`src/design/phc_regs.svh`:
```
`ifndef PHC_REGS_SVH
`define PHC_REGS_SVH

// Controller register offsets on the plain command port
`define PHC_OFS_CMD      4'h0
`define PHC_OFS_STATUS   4'h4
`define PHC_OFS_RESULT   4'h8

// Command word fields
`define PHC_CMD_DATA_LSB 0
`define PHC_CMD_A0_BIT   8
`define PHC_CMD_TGT_BIT  9
`define PHC_CMD_OP_LSB   10

// Operation codes
`define PHC_OP_WRITE     3'h0
`define PHC_OP_READ      3'h1
`define PHC_OP_STATUS    3'h2
`define PHC_OP_ACK       3'h3
`define PHC_OP_NEST_EXIT 3'h4

// Device command words
`define PHC_WORD_EOI_NS  8'h20
`define PHC_WORD_RD_PEND 8'h0b
`define PHC_WORD_RD_SERV 8'h0a
`define PHC_INIT_WORD_ONE_BIT     4
`define PHC_OP_WORD_THREE_BIT     3
`define PHC_LEVEL_TRIGGER_SEL_BIT     3
`define PHC_POLL_BIT     2
`define PHC_RR_BIT       1
`define PHC_RIS_BIT      0

// Timing
`define PHC_CLK_MHZ      50
`define PHC_STROBE_NS    100
`define PHC_RECOV_NS     60
`define PHC_STROBE_CYC   ((`PHC_STROBE_NS * `PHC_CLK_MHZ + 999) / 1000)
`define PHC_RECOV_CYC    ((`PHC_RECOV_NS * `PHC_CLK_MHZ + 999) / 1000)
`define PHC_ACK_PULSES   3

`endif

```
`src/design/phc_pkg.sv`:
```
package phc_pkg;

    typedef enum logic [1:0] {
        st_idle  = 2'b00,
        st_setup = 2'b01,
        st_pulse = 2'b11,
        st_recov = 2'b10
    } phc_state_type;

    typedef enum logic [1:0] {
        cyc_none  = 2'h0,
        cyc_write = 2'h1,
        cyc_read  = 2'h2,
        cyc_ack   = 2'h3
    } phc_kind_type;

    typedef struct packed {
        phc_kind_type kind;
        logic         tgt;
        logic         a0;
        logic [7:0]   data;
    } phc_cyc_type;

    typedef struct packed {
        phc_state_type st;
        logic [7:0]    cnt;
        logic [1:0]    step;
        logic [2:0]    op;
        logic [7:0]    cdata;
        logic          ca0;
        logic          ctgt;
        logic [7:0]    rdata;
        logic [2:0]    cas;
        logic          sel_valid;
        logic          sel_is;
        logic          level_trigger_sel;
        logic          buf_seen;
        logic          master_eoi;
        logic [31:0]   bus_rdata;
    } phc_state_reg_type;

endpackage

```
`src/design/phc_host.sv`:
```
// Decided for this implementation: the address-and-strobe port and the address map.
`include "phc_regs.svh"

// Contract
// - Host writes op word three before status reads; master reads skip it while the tracked selection already matches.
// - Level mode: remove request before end-of-service.
// - Request held past first acknowledge, else level seven.
// - Nested exit: slave end, read, then maybe master.
// - Host initializes and ends service on each controller.
module phc_host #(
    parameter int ACK_PULSES = `PHC_ACK_PULSES
) (
    input  wire logic        mclk,
    input  wire logic        rst_n,
    input  wire logic [3:0]  bus_addr,
    input  wire logic [31:0] bus_wdata,
    input  wire logic        bus_wr,
    input  wire logic        bus_rd,
    output logic      [31:0] bus_rdata,
    output logic      [1:0]  dev_cs_n,
    output logic             dev_wr_n,
    output logic             dev_rd_n,
    output logic             dev_ack_n,
    output logic             dev_a0,
    output logic      [7:0]  dev_d_out,
    output logic             dev_d_oe_n,
    input  wire logic [7:0]  dev_d_in,
    input  wire logic        dev_int,
    input  wire logic        dev_buf_en_n,
    input  wire logic [2:0]  dev_cas,
    input  wire logic        request_active
);

    localparam logic [7:0] STROBE_CYC = 8'(`PHC_STROBE_CYC);
    localparam logic [7:0] RECOV_CYC  = 8'(`PHC_RECOV_CYC);

    phc_pkg::phc_state_reg_type r_reg;
    phc_pkg::phc_state_reg_type r_next;
    phc_pkg::phc_cyc_type       cyc;

    function automatic logic is_eoi(input logic a0, input logic [7:0] d);
        return !a0 && d[5] && (d[4:3] == 2'b00);
    endfunction

    function automatic logic last_step(input logic [2:0] op, input logic [1:0] step);
        case (op)
            `PHC_OP_STATUS:    last_step = (step == 2'h1);
            `PHC_OP_ACK:       last_step = (32'(step) >= ACK_PULSES - 1);
            `PHC_OP_NEST_EXIT: last_step = (step == 2'h3);
            default:           last_step = 1'b1;
        endcase
    endfunction

    function automatic phc_pkg::phc_cyc_type cyc_of(input phc_pkg::phc_state_reg_type s);
        phc_pkg::phc_cyc_type c;
        c = '{kind: phc_pkg::cyc_none, tgt: s.ctgt, a0: s.ca0, data: s.cdata};
        case (s.op)
            `PHC_OP_WRITE: begin
                c.kind = phc_pkg::cyc_write;
            end
            `PHC_OP_READ: begin
                c.kind = phc_pkg::cyc_read;
            end
            `PHC_OP_STATUS: begin
                c.a0 = 1'b0;
                if (s.step == 2'h0) begin
                    c.data = s.cdata[0] ? `PHC_WORD_RD_SERV : `PHC_WORD_RD_PEND;
                    if (!(s.ctgt == 1'b0 && s.sel_valid && s.sel_is == s.cdata[0])) begin
                        c.kind = phc_pkg::cyc_write;
                    end
                end else begin
                    c.kind = phc_pkg::cyc_read;
                end
            end
            `PHC_OP_ACK: begin
                c.kind = phc_pkg::cyc_ack;
            end
            default: begin
                // slave end, slave read, then master only if the slave in-service read is zero
                c.a0 = 1'b0;
                c.tgt = 1'b1;
                if (s.step == 2'h0) begin
                    c.kind = phc_pkg::cyc_write;
                    c.data = `PHC_WORD_EOI_NS;
                end else if (s.step == 2'h1) begin
                    c.kind = phc_pkg::cyc_write;
                    c.data = `PHC_WORD_RD_SERV;
                end else if (s.step == 2'h2) begin
                    c.kind = phc_pkg::cyc_read;
                end else begin
                    c.tgt = 1'b0;
                    c.data = `PHC_WORD_EOI_NS;
                    if (s.rdata == 8'h00) begin
                        c.kind = phc_pkg::cyc_write;
                    end
                end
            end
        endcase
        return c;
    endfunction

    assign cyc = cyc_of(r_reg);

    always_comb begin
        r_next = r_reg;
        r_next.bus_rdata = 32'h0000_0000;
        if (bus_rd) begin
            if (bus_addr == `PHC_OFS_STATUS) begin
                r_next.bus_rdata = {25'h0, r_reg.master_eoi, r_reg.buf_seen, r_reg.level_trigger_sel,
                                    r_reg.sel_valid, r_reg.sel_is, dev_int,
                                    (r_reg.st != phc_pkg::st_idle)};
            end else if (bus_addr == `PHC_OFS_RESULT) begin
                r_next.bus_rdata = {21'h0, r_reg.cas, r_reg.rdata};
            end
        end
        case (r_reg.st)
            phc_pkg::st_idle: begin
                if (bus_wr && bus_addr == `PHC_OFS_CMD) begin
                    r_next.cdata = bus_wdata[`PHC_CMD_DATA_LSB +: 8];
                    r_next.ca0 = bus_wdata[`PHC_CMD_A0_BIT];
                    r_next.ctgt = bus_wdata[`PHC_CMD_TGT_BIT];
                    r_next.op = bus_wdata[`PHC_CMD_OP_LSB +: 3];
                    r_next.step = 2'h0;
                    r_next.st = phc_pkg::st_setup;
                    if (bus_wdata[`PHC_CMD_OP_LSB +: 3] == `PHC_OP_NEST_EXIT) begin
                        r_next.master_eoi = 1'b0;
                    end
                end
            end
            phc_pkg::st_setup: begin
                if (cyc.kind == phc_pkg::cyc_none) begin
                    if (last_step(r_reg.op, r_reg.step)) begin
                        r_next.st = phc_pkg::st_idle;
                    end else begin
                        r_next.step = r_reg.step + 2'h1;
                    end
                end else if (!(cyc.kind == phc_pkg::cyc_write && is_eoi(cyc.a0, cyc.data)
                               && r_reg.level_trigger_sel && request_active)) begin
                    r_next.st = phc_pkg::st_pulse;
                    r_next.cnt = STROBE_CYC - 8'h01;
                end
            end
            phc_pkg::st_pulse: begin
                if (!dev_buf_en_n) begin
                    r_next.buf_seen = 1'b1;
                end
                if (r_reg.cnt == 8'h00) begin
                    if (cyc.kind == phc_pkg::cyc_read || cyc.kind == phc_pkg::cyc_ack) begin
                        r_next.rdata = dev_d_in;
                    end
                    if (cyc.kind == phc_pkg::cyc_ack && r_reg.step == 2'h1) begin
                        r_next.cas = dev_cas;
                    end
                    r_next.st = phc_pkg::st_recov;
                    r_next.cnt = RECOV_CYC - 8'h01;
                end else begin
                    r_next.cnt = r_reg.cnt - 8'h01;
                end
            end
            default: begin
                if (r_reg.cnt == 8'h00) begin
                    if (cyc.kind == phc_pkg::cyc_write && !cyc.a0 && !cyc.tgt) begin
                        if (cyc.data[`PHC_INIT_WORD_ONE_BIT]) begin
                            r_next.level_trigger_sel = cyc.data[`PHC_LEVEL_TRIGGER_SEL_BIT];
                            r_next.sel_valid = 1'b1;
                            r_next.sel_is = 1'b0;
                        end else if (cyc.data[4:3] == 2'b01) begin
                            if (cyc.data[`PHC_POLL_BIT]) begin
                                r_next.sel_valid = 1'b0;
                            end else if (cyc.data[`PHC_RR_BIT]) begin
                                r_next.sel_valid = 1'b1;
                                r_next.sel_is = !cyc.data[`PHC_RIS_BIT];
                            end
                        end
                        if (r_reg.op == `PHC_OP_NEST_EXIT) begin
                            r_next.master_eoi = 1'b1;
                        end
                    end
                    if (last_step(r_reg.op, r_reg.step)) begin
                        r_next.st = phc_pkg::st_idle;
                    end else begin
                        r_next.step = r_reg.step + 2'h1;
                        r_next.st = phc_pkg::st_setup;
                    end
                end else begin
                    r_next.cnt = r_reg.cnt - 8'h01;
                end
            end
        endcase
    end

    always_ff @(posedge mclk or negedge rst_n) begin
        if (!rst_n) begin
            r_reg <= '{st: phc_pkg::st_idle, default: '0};
        end else begin
            r_reg <= r_next;
        end
    end

    logic bus_cyc;
    assign bus_cyc    = (r_reg.st != phc_pkg::st_idle)
                        && (cyc.kind == phc_pkg::cyc_write || cyc.kind == phc_pkg::cyc_read);
    assign bus_rdata  = r_reg.bus_rdata;
    assign dev_cs_n   = bus_cyc ? (cyc.tgt ? 2'b01 : 2'b10) : 2'b11;
    assign dev_wr_n   = !(r_reg.st == phc_pkg::st_pulse && cyc.kind == phc_pkg::cyc_write);
    assign dev_rd_n   = !(r_reg.st == phc_pkg::st_pulse && cyc.kind == phc_pkg::cyc_read);
    assign dev_ack_n  = !(r_reg.st == phc_pkg::st_pulse && cyc.kind == phc_pkg::cyc_ack);
    assign dev_a0     = bus_cyc ? cyc.a0 : 1'b0;
    assign dev_d_out  = bus_cyc ? cyc.data : 8'h00;
    assign dev_d_oe_n = !(bus_cyc && cyc.kind == phc_pkg::cyc_write);

    a_strobes_excl: assert property (@(posedge mclk) disable iff (!rst_n)
        !(!dev_wr_n && !dev_rd_n) && !(!dev_ack_n && !dev_cs_n[0]))
        else $error("Read, write and acknowledge strobes overlap");

    a_status_selected: assert property (@(posedge mclk) disable iff (!rst_n)
        ($fell(dev_rd_n) && r_reg.op == `PHC_OP_STATUS && !cyc.tgt)
        |-> (r_reg.sel_valid && r_reg.sel_is == r_reg.cdata[0]))
        else $error("Status read without matching selection");

    a_init_default: assert property (@(posedge mclk) disable iff (!rst_n)
        ($rose(dev_wr_n) && !dev_cs_n[0] && !dev_a0 && dev_d_out[`PHC_INIT_WORD_ONE_BIT])
        ##[1:8] (r_reg.st != phc_pkg::st_recov)
        |-> (r_reg.sel_valid && !r_reg.sel_is))
        else $error("Selection not pending after init word one");

    a_level_eoi_hold: assert property (@(posedge mclk) disable iff (!rst_n)
        ($fell(dev_wr_n) && r_reg.level_trigger_sel && is_eoi(dev_a0, dev_d_out))
        |-> !$past(request_active))
        else $error("End-of-service sent with request still high");

    a_ack_width: assert property (@(posedge mclk) disable iff (!rst_n)
        $fell(dev_ack_n) |-> (!dev_ack_n)[*5] ##1 dev_ack_n)
        else $error("Acknowledge strobe width wrong");

    a_nest_master_gate: assert property (@(posedge mclk) disable iff (!rst_n)
        (!dev_wr_n && r_reg.op == `PHC_OP_NEST_EXIT && r_reg.step == 2'h3)
        |-> (r_reg.rdata == 8'h00 && !dev_cs_n[0] && dev_cs_n[1]))
        else $error("Master end sent while slave still in service");

    a_nest_slave_first: assert property (@(posedge mclk) disable iff (!rst_n)
        ((r_reg.st == phc_pkg::st_pulse) && r_reg.op == `PHC_OP_NEST_EXIT
         && r_reg.step != 2'h3) |-> (dev_cs_n == 2'b01))
        else $error("Nested exit touched master before slave done");

endmodule

```
`config.mk`:
```
export PLATFORM = sky130hd
export DESIGN_NAME = phc_host
export DESIGN_NICKNAME = d
export VERILOG_FILES = /design/src/design/phc_pkg.sv /design/src/design/phc_host.sv
export VERILOG_INCLUDE_DIRS = /design/src /design/src/design
export SDC_FILE = /design/constraint.sdc
export NUM_CORES = 1
export LEC_CHECK = 0
export BUFFER_PORTS_ARGS = -buffer_cell sky130_fd_sc_hd__buf_2
export CORE_MARGIN = 3
export CORE_UTILIZATION = 44
export CTS_BUF_LIST = sky130_fd_sc_hd__clkbuf_4
export DETAILED_ROUTE_END_ITERATION = 10
export HOLD_SLACK_MARGIN = 0.1
export PLACE_DENSITY = 0.73
export SLEW_MARGIN = 20
export SYNTH_ARGS = -nofsm -noshare
export SYNTH_HDL_FRONTEND = slang
export SYNTH_SLANG_ARGS = --single-unit
```
`constraint.sdc`:
```
create_clock -name mclk -period 2.35 [get_ports mclk]
set_input_delay 0.235 -clock mclk [delete_from_list [all_inputs] [get_ports mclk]]
set_output_delay 0.235 -clock mclk [all_outputs]
set_load 0.005 [all_outputs]
```
# After elaboration in Yosys (flattened, before gate mapping)
# Cells that the tools add are included.
dict set report op_classes {
  addsub 2
  magnitude_cmp 1
  n_eq_ne 29
  muxes 58
  n_bitwise 6
  reduce_logical 56
}
# op n
set op_table {}
lappend op_table {{8-bit two-way mux} 8}
lappend op_table {{2-bit two-way mux} 18}
lappend op_table {{11-bit two-way mux} 3}
lappend op_table {{8-bit case mux with 3 select lines} 1}
lappend op_table {{1-bit two-way mux} 20}
lappend op_table {{9-bit case mux with 2 select lines} 1}
lappend op_table {{6-bit AND reduction} 3}
lappend op_table {{1-bit logical AND} 16}
lappend op_table {{8-bit zero test} 2}
lappend op_table {{15-bit two-way mux} 1}
lappend op_table {{2-bit inequality test, second input constant} 7}
lappend op_table {{2-bit case mux with 3 select lines} 2}
lappend op_table {{2-bit nonzero test} 6}
lappend op_table {{2-bit == test, second input constant} 5}
lappend op_table {{10-bit two-way mux} 1}
lappend op_table {{5-bit AND reduction} 2}
lappend op_table {{2-bit by 1-bit == test with 1-bit output, second input constant} 4}
lappend op_table {{2-bit zero test} 4}
lappend op_table {{2-bit case mux with 4 select lines} 1}
lappend op_table {{4-bit AND reduction} 2}
lappend op_table {{8-bit by 1-bit subtractor with 8-bit output, second input constant} 1}
lappend op_table {{1-bit zero test} 7}
lappend op_table {{3-bit by 2-bit == test with 1-bit output, second input constant} 2}
lappend op_table {{3-bit == test, second input constant} 2}
lappend op_table {{21 further kinds} 33}
dict set report totals {
  reg_bits 73
  in_bits 54
}

# Depth between registers and ports, before layout
# Gate-level depths: netlist of run 1.
dict set report logic_depth {
  word_depth 14
  mapped_depth 11
}

# Worst setup path before layout of run 1
# Ideal clock, no wire load.
dict set report synth_timing {
  path_kind {flip-flop to output port}
  from {reg r_reg[62] in the netlist's numbering}
  to {out dev_a0}
  t_arrival_ps 2128
  slack_ps -13
  stages_incl_launch_ff 10
  path_cell_list {dfrtp_1 inv_1 ha_1 o21ai_0 a21oi_1 nor2_1 a31o_2 ha_1 nor2_1 nor4b_1}
}
dict set report synth_via {
  elab_chain_cells 9
}
# item line_no
set synth_lines {}
lappend synth_lines {{start: declaration} phc_host.sv:37} ;# phc_pkg::phc_state_reg_type r_reg;
lappend synth_lines {{start signal: assignment} phc_host.sv:196} ;# r_reg <= r_next;
lappend synth_lines {{2-bit == test} phc_host.sv:88} ;# end else if (s.step == 2'h2) begin
lappend synth_lines {{2-bit two-way mux} phc_host.sv:88}
lappend synth_lines {{2-bit two-way mux} phc_host.sv:85} ;# end else if (s.step == 2'h1) begin
lappend synth_lines {{2-bit two-way mux} phc_host.sv:82} ;# if (s.step == 2'h0) begin
lappend synth_lines {{2-bit case mux with 4 select lines (*)} phc_host.sv:57} ;# case (s.op)
lappend synth_lines {{2-bit by 1-bit == test with 1-bit output or 2-bit == test (tied branches)} phc_host.sv:202} ;# && (cyc.kind == phc_pkg::cyc_write || cyc.kind == phc_pkg::cyc_read);
lappend synth_lines {{1-bit logical OR (*)} phc_host.sv:202}
lappend synth_lines {{1-bit logical AND (*)} phc_host.sv:202}
lappend synth_lines {{1-bit two-way mux (*)} phc_host.sv:208} ;# assign dev_a0 = bus_cyc ? cyc.a0 : 1'b0;
lappend synth_lines {{end: declaration} phc_host.sv:24} ;# output logic dev_a0,
# Mark *: on every way between the ends. The rest lies on a longest branch, timed or not.

# Worst setup path after layout of run 1
dict set report layout_timing {
  from {reg r_reg[47] in the netlist's numbering}
  to {out dev_d_out[6]}
}
dict set report layout_via {
  elab_chain_cells 10
}
# item line_no
set layout_lines {}
lappend layout_lines {{8-bit zero test (*)} phc_host.sv:93} ;# if (s.rdata == 8'h00) begin
lappend layout_lines {{1-bit two-way mux (*)} phc_host.sv:93}
lappend layout_lines {{2-bit two-way mux (*)} phc_host.sv:88}
lappend layout_lines {{2-bit two-way mux (*)} phc_host.sv:85}
lappend layout_lines {{2-bit two-way mux (*)} phc_host.sv:82}
lappend layout_lines {{2-bit case mux with 4 select lines (*)} phc_host.sv:57}
lappend layout_lines {{2-bit by 1-bit == test with 1-bit output or 2-bit == test (tied branches)} phc_host.sv:202}
lappend layout_lines {{1-bit logical OR (*)} phc_host.sv:202}
lappend layout_lines {{1-bit logical AND (*)} phc_host.sv:202}
lappend layout_lines {{8-bit two-way mux (*)} phc_host.sv:209} ;# assign dev_d_out = bus_cyc ? cyc.data : 8'h00;
lappend layout_lines {{end: declaration} phc_host.sv:25} ;# output logic [7:0] dev_d_out,
# Marked as above.

==> flow_summary.json, run 1 <==
{
  "area_growth_pct": 37.6,
  "n_antenna_cell": 0,
  "antenna_found_initial": 0,
  "grt_pass1_vias": 2585,
  "hold_path_depth": 5,
  "fin_crit_ns": 2.62,
  "outcome": "finished, violations left",
  "ys_seq_elements": 52,
  "drtAntennaViolNets": 0,
  "routed_wl_microns": 7570,
  "cts-root-buf": "clkbuf_4",
  "violations": "negative setup slack",
  "synth-edff-count": 0,
  "setup_viol": 30,
  "required_ns": 2.12,
  "vias": 2620,
  "critPathSlowestCell": "dfrtp_1",
  "gp_congestion": 0.879,
  "synth_cell_types": 57,
  "coreArea_sq_mm": 0.00683,
  "drv_slew": 0,
  "max-vdd-ir-drop_uv": 186,
  "num-fill-cells": 573,
  "yosysWarnings": 0,
  "yosysSeqAreaShare": 0.415,
  "die_h_microns": 90.4,
  "synthArstFlopShare": 1.00,
  "whs_ns": 0.313,
  "path_common_cell": "buf_6",
  "initial_utilization": 0.459,
  "synth_area_sq_mm": 0.00313,
  "startpoint_type": "flip-flop",
  "maxCapViolCount": 0,
  "critPathMaxStageDelay_ns": 0.43,
  "worst_slack_ns": -0.271,
  "syn_avg_cell_area_sq_um": 10.0,
  "first_iter_violations": 134,
  "endpoint_kind": "primary output",
  "cp_max_fo": 7,
  "fp.dieW_microns": 90.4,
  "clock_skew_ns": 0.0138,
  "drive_above_1_share": 0.421,
  "htree_levels": 2,
  "grtUsageTotal": 0.187,
  "clockBufferDepth": 2,
  "clk_pin_slew_ns": 0.15,
  "largest_reg_flops": 41,
  "clock_latency_ns": 0.38,
  "mostFrequentLayoutCells": "buf_2 (57), dfrtp_1 (52), buf_4 (39)",
  "maxSlewHeadroom": 0.521,
  "layout_commonest_cell": "buf_2",
  "die_area_sq_mm": 0.00817,
  "clock-sinks": 52,
  "reg2regPathDepth": 10,
  "rsz0062_at_grt": "true",
  "grt.overflow.total": 0,
  "p_per_area_mw_per_mm2": 354,
  "fin_cells": 524,
  "fmax_ghz": 0.382,
  "crit_type": "reg -> out",
  "grt_pass1_wl_microns": 12400,
  "place_inst": 478,
  "final_nets": 491,
  "avgRoutedWirePerCell_microns": 14.4,
  "route.detailed.drc": 0,
  "dr.pass1.iters": 4,
  "grt_start_max_net_pins": 32,
  "final_hold_viol_count": 0,
  "hpwl_microns": 5310,
  "cts_tree": "built",
  "worstPathCellList": "nor4_2, buf_4, nand4b_1, a31o_2, ha_4, nor2_4, buf_6, and3_4, buf_6",
  "ys.flop_type": "dfrtp_1",
  "io_buffers": 60,
  "cts_buffers": 5,
  "worst_pin_slew_ns": 0.718,
  "fin_crit_sh": 1.12,
  "cp.arrival_ns": 2.39,
  "tns_ns": -3.94,
  "p_leak_uw": 0.00214,
  "hold_path.class": "in -> reg",
  "vias_per_cell": 5.00,
  "synthCells": 313,
  "num_rows": 30,
  "num_io_pins": 101
}
-- worst max-delay path, delay by kind of cell, from the launching register on --
family | cells | cell delay, ns
AO/OA/AOI/OAI | 1 | 0.29
adder cells (fa/ha/maj) | 1 | 0.26
flip-flops | 1 | 0.43
AND/OR/NAND/NOR | 4 | 0.67
buffers and inverters | 3 | 0.37
-- Yosys cell counts, types with 6 or more instances --
master,count,share of area
dfrtp_1,52,0.42
a21oi_1,13,0.021
nand2_1,23,0.028
o21ai_0,11,0.018
nand3_1,7,0.011
nor3_1,6,0.0096
mux2_2,21,0.075
inv_1,14,0.017
and3_1,8,0.016
and2_1,6,0.012
nor2_1,20,0.024
nand2b_1,7,0.014
buf_4,32,0.077
ha_1,10,0.040
a22o_1,7,0.020
nor2b_1,7,0.014
-- final cells by class --
type | instances | area (sq um) | area share
multi-input cells | 224 | 1820 | 0.421
flip-flops and latches | 52 | 1300 | 0.302
repair buffers | 130 | 936 | 0.217
well taps | 96 | 120 | 0.0279
inverters | 14 | 52.6 | 0.0122
clock inverters | 3 | 46.3 | 0.0107
clock buffers | 5 | 37.5 | 0.00871
-- worst paths after layout --
path                                   from            to  slack (ns)
min in group asynchronous             rst_n     r_reg[67]        0.42
worst min-delay path            bus_addr[2]  bus_rdata[0]        0.31
worst max-delay path              r_reg[47]  dev_d_out[6]       -0.27
worst max register to register    r_reg[47]     r_reg[36]       -0.12
worst min register to register    r_reg[37]  bus_rdata[8]        0.50
max in group asynchronous             rst_n     r_reg[47]        1.29
-- what timing repair did --
item                       CTS  global route
cloned                       0             0
setup endpoints to repair   26            39
setup buffers                8             4
pin swaps                   12            11
hold buffers                27             0
hold endpoints to repair    55             0
gates resized for setup     26            36
-- cell families (layout without fill, tap and decap cells) --
group,count (synthesis),count (layout),synth area share
AO/OA/AOI/OAI,64,64,0.143
XOR/XNOR,1,1,0.00280
adder cells (fa/ha/maj),10,10,0.0399
buffers and inverters,57,152,0.113
flip-flops,52,52,0.415
multiplexers,25,25,0.0883
other,1,21,0.00120
AND/OR/NAND/NOR,103,103,0.196
-- per-stage QoR --
step	power (uW)	util	cell area (sq um)	setup WS (ns)
3_5_place_dp	980	0.525	3580	-0.0536
6_report	1530	0.631	4310	-0.271
3_3_place_gp	978	0.525	3580	-0.0652
5_1_grt	1590	0.631	4310	-0.366
2_1_floorplan	953	-	3210	0.0427
4_1_cts	1540	0.604	4130	-0.270
-- metal layers --
metal | vias to the layer above | GRT usage | share of wire
li1 | 1278 | - | -
met1 | 1244 | 0.240 | 0.43
met2 | 90 | 0.320 | 0.50
met3 | 8 | 0.0433 | 0.061
met4 | 0 | 0.0459 | 0.011
met5 | - | 0 | 0
-- where the power goes --
part | leakage, uW | switching (uW) | internal [uW]
Combinational | 0.00142 | 45.1 | 55.3
Clock | 0.0000418 | 302 | 228
Sequential | 0.000684 | 0.639 | 897
(Power assumes the default switching activity.)
==> run 2, diff against run 1 <==
--- a/config.mk
+++ b/config.mk
@@ -6,6 +6,7 @@
 export SDC_FILE = /design/constraint.sdc
 export NUM_CORES = 1
 export LEC_CHECK = 0
+export ABC_AREA = 1
 export BUFFER_PORTS_ARGS = -buffer_cell sky130_fd_sc_hd__buf_2
 export CORE_MARGIN = 3
 export CORE_UTILIZATION = 44
==> run 2 against run 1 <==
The flow still finishes with violations (negative setup slack). Worst setup slack improved by 0.14 ns. Utilization decreased by 2.7 points. Clock skew increased by 0.0033 ns. Via count increased by 19%. Design area decreased by 1.6%. Critical path type unchanged. Clock-buffer cell count unchanged. Largest cell class unchanged. Power increased to 3.5 times the previous value. Highest routed layer unchanged. Non-clock buffer count decreased by 20. Sequential power increased by 59%. Flip-flop and latch count unchanged. Clock power decreased by 0.9%. Global-route usage increased by 0.15 points.
==> flow_summary.json, run 2 <==
{
  "yosysWarnings": 0,
  "antenna_found_initial": 0,
  "gp_congestion": 0.908,
  "grt_pass1_vias": 2974,
  "grtUsageMet2": 0.328,
  "synth_area_sq_mm": 0.00328,
  "hold_path.class": "in -> reg",
  "maxSlewHeadroom": 0.577,
  "final_nets": 609,
  "synthCells": 443,
  "fin_crit_sh": 1.06,
  "reg2regPathDepth": 16,
  "worst_pin_slew_ns": 0.634,
  "hold_path_depth": 3,
  "die_area_sq_mm": 0.00852,
  "grt_start_max_net_pins": 53,
  "clock_skew_ns": 0.0171,
  "startpoint_type": "flip-flop",
  "cts_buffers": 5,
  "regToRegStartpoint": "r_reg[62]",
  "yosysTopAreaCellShare": 0.397,
  "num-fill-cells": 626,
  "coreArea_sq_mm": 0.00702,
  "route.detailed.drc": 0,
  "required_ns": 2.12,
  "synth-edff-count": 0,
  "layout_commonest_cell": "nand2_1",
  "grt_busiest_layer": "met2",
  "vias": 3123,
  "n_antenna_cell": 0,
  "rsz0062_at_grt": "true",
  "cp_max_fo": 3,
  "clock-sinks": 52,
  "io_buffers": 60,
  "ys.flop_type": "dfrtp_1",
  "cts-root-buf": "clkbuf_4",
  "area_growth_pct": 29.5,
  "use_met3": 0.0377,
  "clk_pin_slew_ns": 0.16,
  "syn_avg_cell_area_sq_um": 7.39,
  "grt_pass1_wl_microns": 13100,
  "clockBufferDepth": 2,
  "num_rows": 30,
  "cts_tree": "built",
  "hold-path-endpoint": "r_reg[42]",
  "grt.overflow.total": 0,
  "first_iter_violations": 175,
  "clock_latency_ns": 0.38,
  "final_area_sq_mm": 0.00424,
  "mostFrequentLayoutCells": "nand2_1 (87), buf_2 (60), dfrtp_1 (52)",
  "routed_wl_microns": 8070,
  "crit_type": "reg -> out",
  "num_io_pins": 101,
  "synthArstFlopShare": 1.00,
  "placed_area_sq_mm": 0.00361,
  "synth_most_common_cell": "nand2_1",
  "endpoint_kind": "primary output",
  "die_h_microns": 92.3,
  "dr.pass1.iters": 5,
  "avgRoutedWirePerCell_microns": 12.6,
  "yosysSeqAreaShare": 0.397,
  "drtAntennaViolNets": 0,
  "drv_slew": 0,
  "drive_above_1_share": 0.286,
  "hold_path_startpoint": "dev_d_in[2]",
  "max-vdd-ir-drop_uv": 668,
  "p_leak_uw": 0.00230,
  "worst_slack_ns": -0.132,
  "synth_area_leaders": "dfrtp_1 (40%), nand2_1 (11%), buf_4 (7.8%), nand3_1 (7.5%), inv_1 (6.4%)",
  "ys_seq_elements": 52,
  "maxCapViolCount": 0,
  "crit_start": "r_reg[62]",
  "largest_reg_flops": 41,
  "final_hold_viol_count": 0,
  "fin_crit_ns": 2.48,
  "r2r_slack_ns": 0.01,
  "outcome": "finished, violations left",
  "htree_levels": 2,
  "r2r-end": "r_reg[65]",
  "vias_per_cell": 4.86,
  "setup_viol": 14,
  "initial_utilization": 0.467,
  "synth_top_cell_by_area": "dfrtp_1",
  "use_met1": 0.237,
  "cp.arrival_ns": 2.25,
  "hpwl_microns": 5780,
  "p_per_area_mw_per_mm2": 1250,
  "fmax_ghz": 0.403,
  "synth_cell_types": 29,
  "power.total_uw": 5300,
  "violations": "negative setup slack",
  "grtUsageTotal": 0.189,
  "fp.dieW_microns": 92.3,
  "netlist_top_cells_count": "nand2_1 (100), inv_1 (56), nor2_1 (53)"
}
-- run 2: cell count changes in the layout (fill, tap and decap cells not counted), moves of 8 or more --
cell     previous run  this run
o21ai_0             8        21
nand4_1             1         9
nand2_1            23        87
nand3_1             6        49
mux2_2             10         0
inv_1              12        51
nor2_1             15        46
buf_4              39        25
mux2_4             11         0
nand2_2             0        13
-- run 2: area by class of cell --
| cell class | instances | area [sq um] | share of cell area |
|---|---|---|---|
| Multi-Input combinational cell | 314 | 1750 | 0.412 |
| Sequential cell | 52 | 1300 | 0.307 |
| Timing Repair Buffer | 110 | 749 | 0.177 |
| Inverter | 62 | 238 | 0.0561 |
| Tap cell | 96 | 120 | 0.0283 |
| Clock inverter | 3 | 46.3 | 0.0109 |
| Clock buffer | 5 | 37.5 | 0.00885 |
-- run 2: worst max path at each step --
| stage | to | slack [ns] |
|---|---|---|
| 6_report | dev_cs_n[1] | -0.13 |
| 5_1_grt | dev_d_out[5] | -0.27 |
| 4_1_cts | dev_d_out[5] | -0.13 |
| 3_5_place_dp | dev_d_out[5] | -0.08 |
| 3_3_place_gp | dev_d_out[5] | -0.02 |
| 2_1_floorplan | dev_d_out[5] | 0.02 |
-- run 2: layer usage --
metal / vias up / routed length [microns]
met5: - / 0
li1: 1563 / -
met3: 9 / 557
met4: 0 / 97
met2: 124 / 3990
met1: 1427 / 3430
-- run 2: worst max-delay path: stages, from the launching register on --
cell,delay (ns)
dfrtp_1,0.45
ha_4,0.18
inv_2,0.06
nand4_1,0.09
nor2_1,0.10
nand3_1,0.10
nand4_1,0.10
o21ai_2,0.10
ha_4,0.23
nor2_4,0.14
buf_4,0.14
nand2_1,0.05
buf_2,0.13
-- run 2: metrics by stage --
step                      setup slack, ns  std cells  utilization  hold slack (ns)  setup TNS (ns)
after floorplan                    0.0189        463            -          -0.0606               0
after global placement            -0.0206        598        0.515            0.387         -0.0280
after detailed placement          -0.0763        598        0.515            0.387          -0.736
after CTS                          -0.130        629        0.566            0.101           -1.31
after global routing               -0.266        642        0.604            0.103           -4.22
final                              -0.132        642        0.604            0.115           -1.27
-- run 2: power by group --
part | total [uW] | leakage, uW | internal (uW) | switching, uW
clock network | 525 | 0.0000471 | 230 | 295
logic | 3340 | 0.00162 | 1380 | 1960
registers | 1430 | 0.000627 | 1180 | 255
-- run 2: cells by family after synthesis --
family | share of synthesized area
flip-flops | 0.397
AO/OA/AOI/OAI | 0.0825
buffers and inverters | 0.157
AND/OR/NAND/NOR | 0.321
other | 0.00114
adder cells (fa/ha/maj) | 0.0382
XOR/XNOR | 0.00267
-- run 2: timing repair --
action                                  in CTS  in global routing
hold endpoints to repair                    73                  1
hold buffers                                22                  1
pin swaps                                    8                 17
gates cloned                                 0                  2
endpoints found under the setup margin      25                 33
setup buffers                                1                 10
gates resized for setup                     15                 39
==> run 3, diff against run 2 <==
--- a/config.mk
+++ b/config.mk
@@ -11,9 +11,10 @@
 export CORE_MARGIN = 3
 export CORE_UTILIZATION = 44
 export CTS_BUF_LIST = sky130_fd_sc_hd__clkbuf_4
+export CTS_CLUSTER_SIZE = 10
 export DETAILED_ROUTE_END_ITERATION = 10
 export HOLD_SLACK_MARGIN = 0.1
-export PLACE_DENSITY = 0.73
+export PLACE_DENSITY = 0.72
 export SLEW_MARGIN = 20
 export SYNTH_ARGS = -nofsm -noshare
 export SYNTH_HDL_FRONTEND = slang
==> run 3 against run 2 <==
The run still ends with negative setup slack left. Die area unchanged. First-iteration DRC count increased by 11%. Via count increased by 0.70%.
==> flow_summary.json, run 3 (synthesis gave the netlist of run 2 again) <==
{
  "outcome": "finished, violations left",
  "violations": "negative setup slack",
  "vias_per_cell": 4.91,
  "initial_utilization": 0.467,
  "seqPwrFrac": 0.267,
  "first_iter_violations": 195,
  "worstPathCellList": "ha_4, inv_4, nand4_1, nor2_1, nand3_1, nand4_1, o21ai_2, buf_4, buf_6, inv_6, ha_4, buf_6, nand2_2, buf_2",
  "critPathSlowestCell": "dfrtp_2",
  "clock_latency_ns": 0.38,
  "drv_slew": 0,
  "num-fill-cells": 623,
  "vias": 3145,
  "p_sw_uw": 2570,
  "clkPwrFrac": 0.079,
  "fin_crit_ns": 2.51,
  "fin_crit_sh": 1.07,
  "clock-sinks": 52,
  "grt_pass1_wl_microns": 12900,
  "startpoint_type": "flip-flop",
  "worst_slack_ns": -0.161,
  "die_h_microns": 92.3,
  "crit_type": "reg -> out",
  "cts-root-buf": "clkbuf_4",
  "ff_latch_area_sq_mm": 0.00130,
  "worst_pin_slew_ns": 0.817,
  "gp_congestion": 0.899,
  "place_inst": 599,
  "io_buffers": 60,
  "drive_above_1_share": 0.294,
  "endpoint_kind": "primary output",
  "die_area_sq_mm": 0.00852,
  "grt_start_max_net_pins": 37,
  "final_nets": 607,
  "largest_reg_flops": 41,
  "required_ns": 2.12,
  "cp.arrival_ns": 2.28,
  "fp.dieW_microns": 92.3,
  "p_leak_uw": 0.00226,
  "placed_area_sq_mm": 0.00362,
  "route.detailed.drc": 0,
  "drtAntennaViolNets": 0,
  "grt_pass1_vias": 2836,
  "clock_skew_ns": 0.00859,
  "dr.pass1.iters": 5,
  "cts_tree": "built",
  "p_int_uw": 2760,
  "multi_input_area_sq_mm": 0.00176,
  "hpwl_microns": 5760,
  "avgRoutedWirePerCell_microns": 13.0,
  "maxSlewHeadroom": 0.456,
  "layout_commonest_cell": "nand2_1",
  "final_util": 0.604,
  "final_area_sq_mm": 0.00424,
  "mostFrequentLayoutCells": "nand2_1 (90), buf_2 (59), inv_1 (51), dfrtp_1 (51), nand3_1 (47)",
  "coreArea_sq_mm": 0.00702,
  "final_hold_viol_count": 0,
  "cp_max_fo": 3,
  "fmax_ghz": 0.398,
  "grt.overflow.total": 0,
  "pwr-share-comb": 0.655,
  "routed_wl_microns": 8340,
  "fin_cells": 640,
  "area_growth_pct": 29.4,
  "hold_path.class": "in -> reg",
  "maxCapViolCount": 0,
  "num_rows": 30,
  "htree_levels": 2,
  "critPathMaxStageDelay_ns": 0.47,
  "grtUsageTotal": 0.188,
  "num_io_pins": 101,
  "clockBufferDepth": 2,
  "setup_viol": 24,
  "cts_buffers": 5,
  "antenna_found_initial": 0,
  "clk_pin_slew_ns": 0.16,
  "p_per_area_mw_per_mm2": 1260,
  "rsz0062_at_grt": "true",
  "swShare": 0.482,
  "n_antenna_cell": 0,
  "max-vdd-ir-drop_uv": 619
}
[run 3: cell count changes in the layout (fill, tap and decap cells not counted), moves of 3 or more]
cell           change
buf_4              -5
nand2_4            -3
nand3_2            +3
dlygate4sd3_1      -3
buf_6              +5
nand2_1            +3
[run 3: metal layers]
| layer | part of all wire | track usage | routed length [microns] | vias to the layer above |
|---|---|---|---|---|
| li1 | - | - | - | 1563 |
| met4 | 0.019 | 0.0606 | 159 | 0 |
| met5 | 0 | 0 | 0 | - |
| met2 | 0.49 | 0.319 | 4100 | 134 |
| met1 | 0.43 | 0.241 | 3590 | 1431 |
| met3 | 0.059 | 0.0345 | 490 | 17 |
[run 3: path summary, 6_finish.rpt]
check	cells after the start	startpoint	slack (ns)	to
worst min register to register	2	r_reg[33]	0.49	r_reg[33]
worst max-delay path	14	r_reg[62]	-0.16	dev_wr_n
min in group asynchronous	2	rst_n	0.45	bus_rdata[1]
worst max register to register	16	r_reg[62]	-0.10	r_reg[63]
max in group asynchronous	3	rst_n	1.22	r_reg[33]
worst min-delay path	3	dev_d_in[7]	0.1	r_reg[47]
[run 3: final cells by class]
cell class	count	share of cell area
clock buffer	5	0.00886
clock inverter	3	0.00531
timing repair buffer	107	0.178
sequential	52	0.307
multi-input combinational	315	0.415
inverter	62	0.0573
tap	96	0.0283
[run 3: power by group through the flow]
stage                     registers [uW]  logic, uW  clock network [uW]
after floorplan                     1380       1800                   0
after global placement              1410       2560                   0
after detailed placement            1420       2620                   0
after CTS                           1400       3050                 429
after global routing                1460       3870                 465
final                               1420       3490                 420
[run 3: critical path: cells and delay by family (launching register included)]
kind,cells,cell delay [ns]
compound gates,1,0.09
fa+ha+maj,2,0.32
flops,1,0.47
simple gates,5,0.41
buf+inv,6,0.59
[run 3: metrics by stage]
step / hold WS, ns / total power [uW] / setup TNS (ns) / worst slack, ns
global route: 0.111 / 5790 / -6.15 / -0.311
CTS: 0.102 / 4890 / -1.30 / -0.120
global placement: 0.367 / 3970 / -0.0414 / -0.0311
detailed placement: 0.382 / 4030 / -0.459 / -0.0568
finish: 0.0998 / 5330 / -2.41 / -0.161
floorplan: -0.0606 / 3180 / 0 / 0.0189
[run 3: repair_timing]
action	4_1_cts	5_1_grt
pin swaps	15	10
setup buffers	5	5
resized for setup	29	33
endpoints found under the setup margin	24	36
endpoints found under the hold margin	51	2
cloned	0	3
hold buffers	18	2
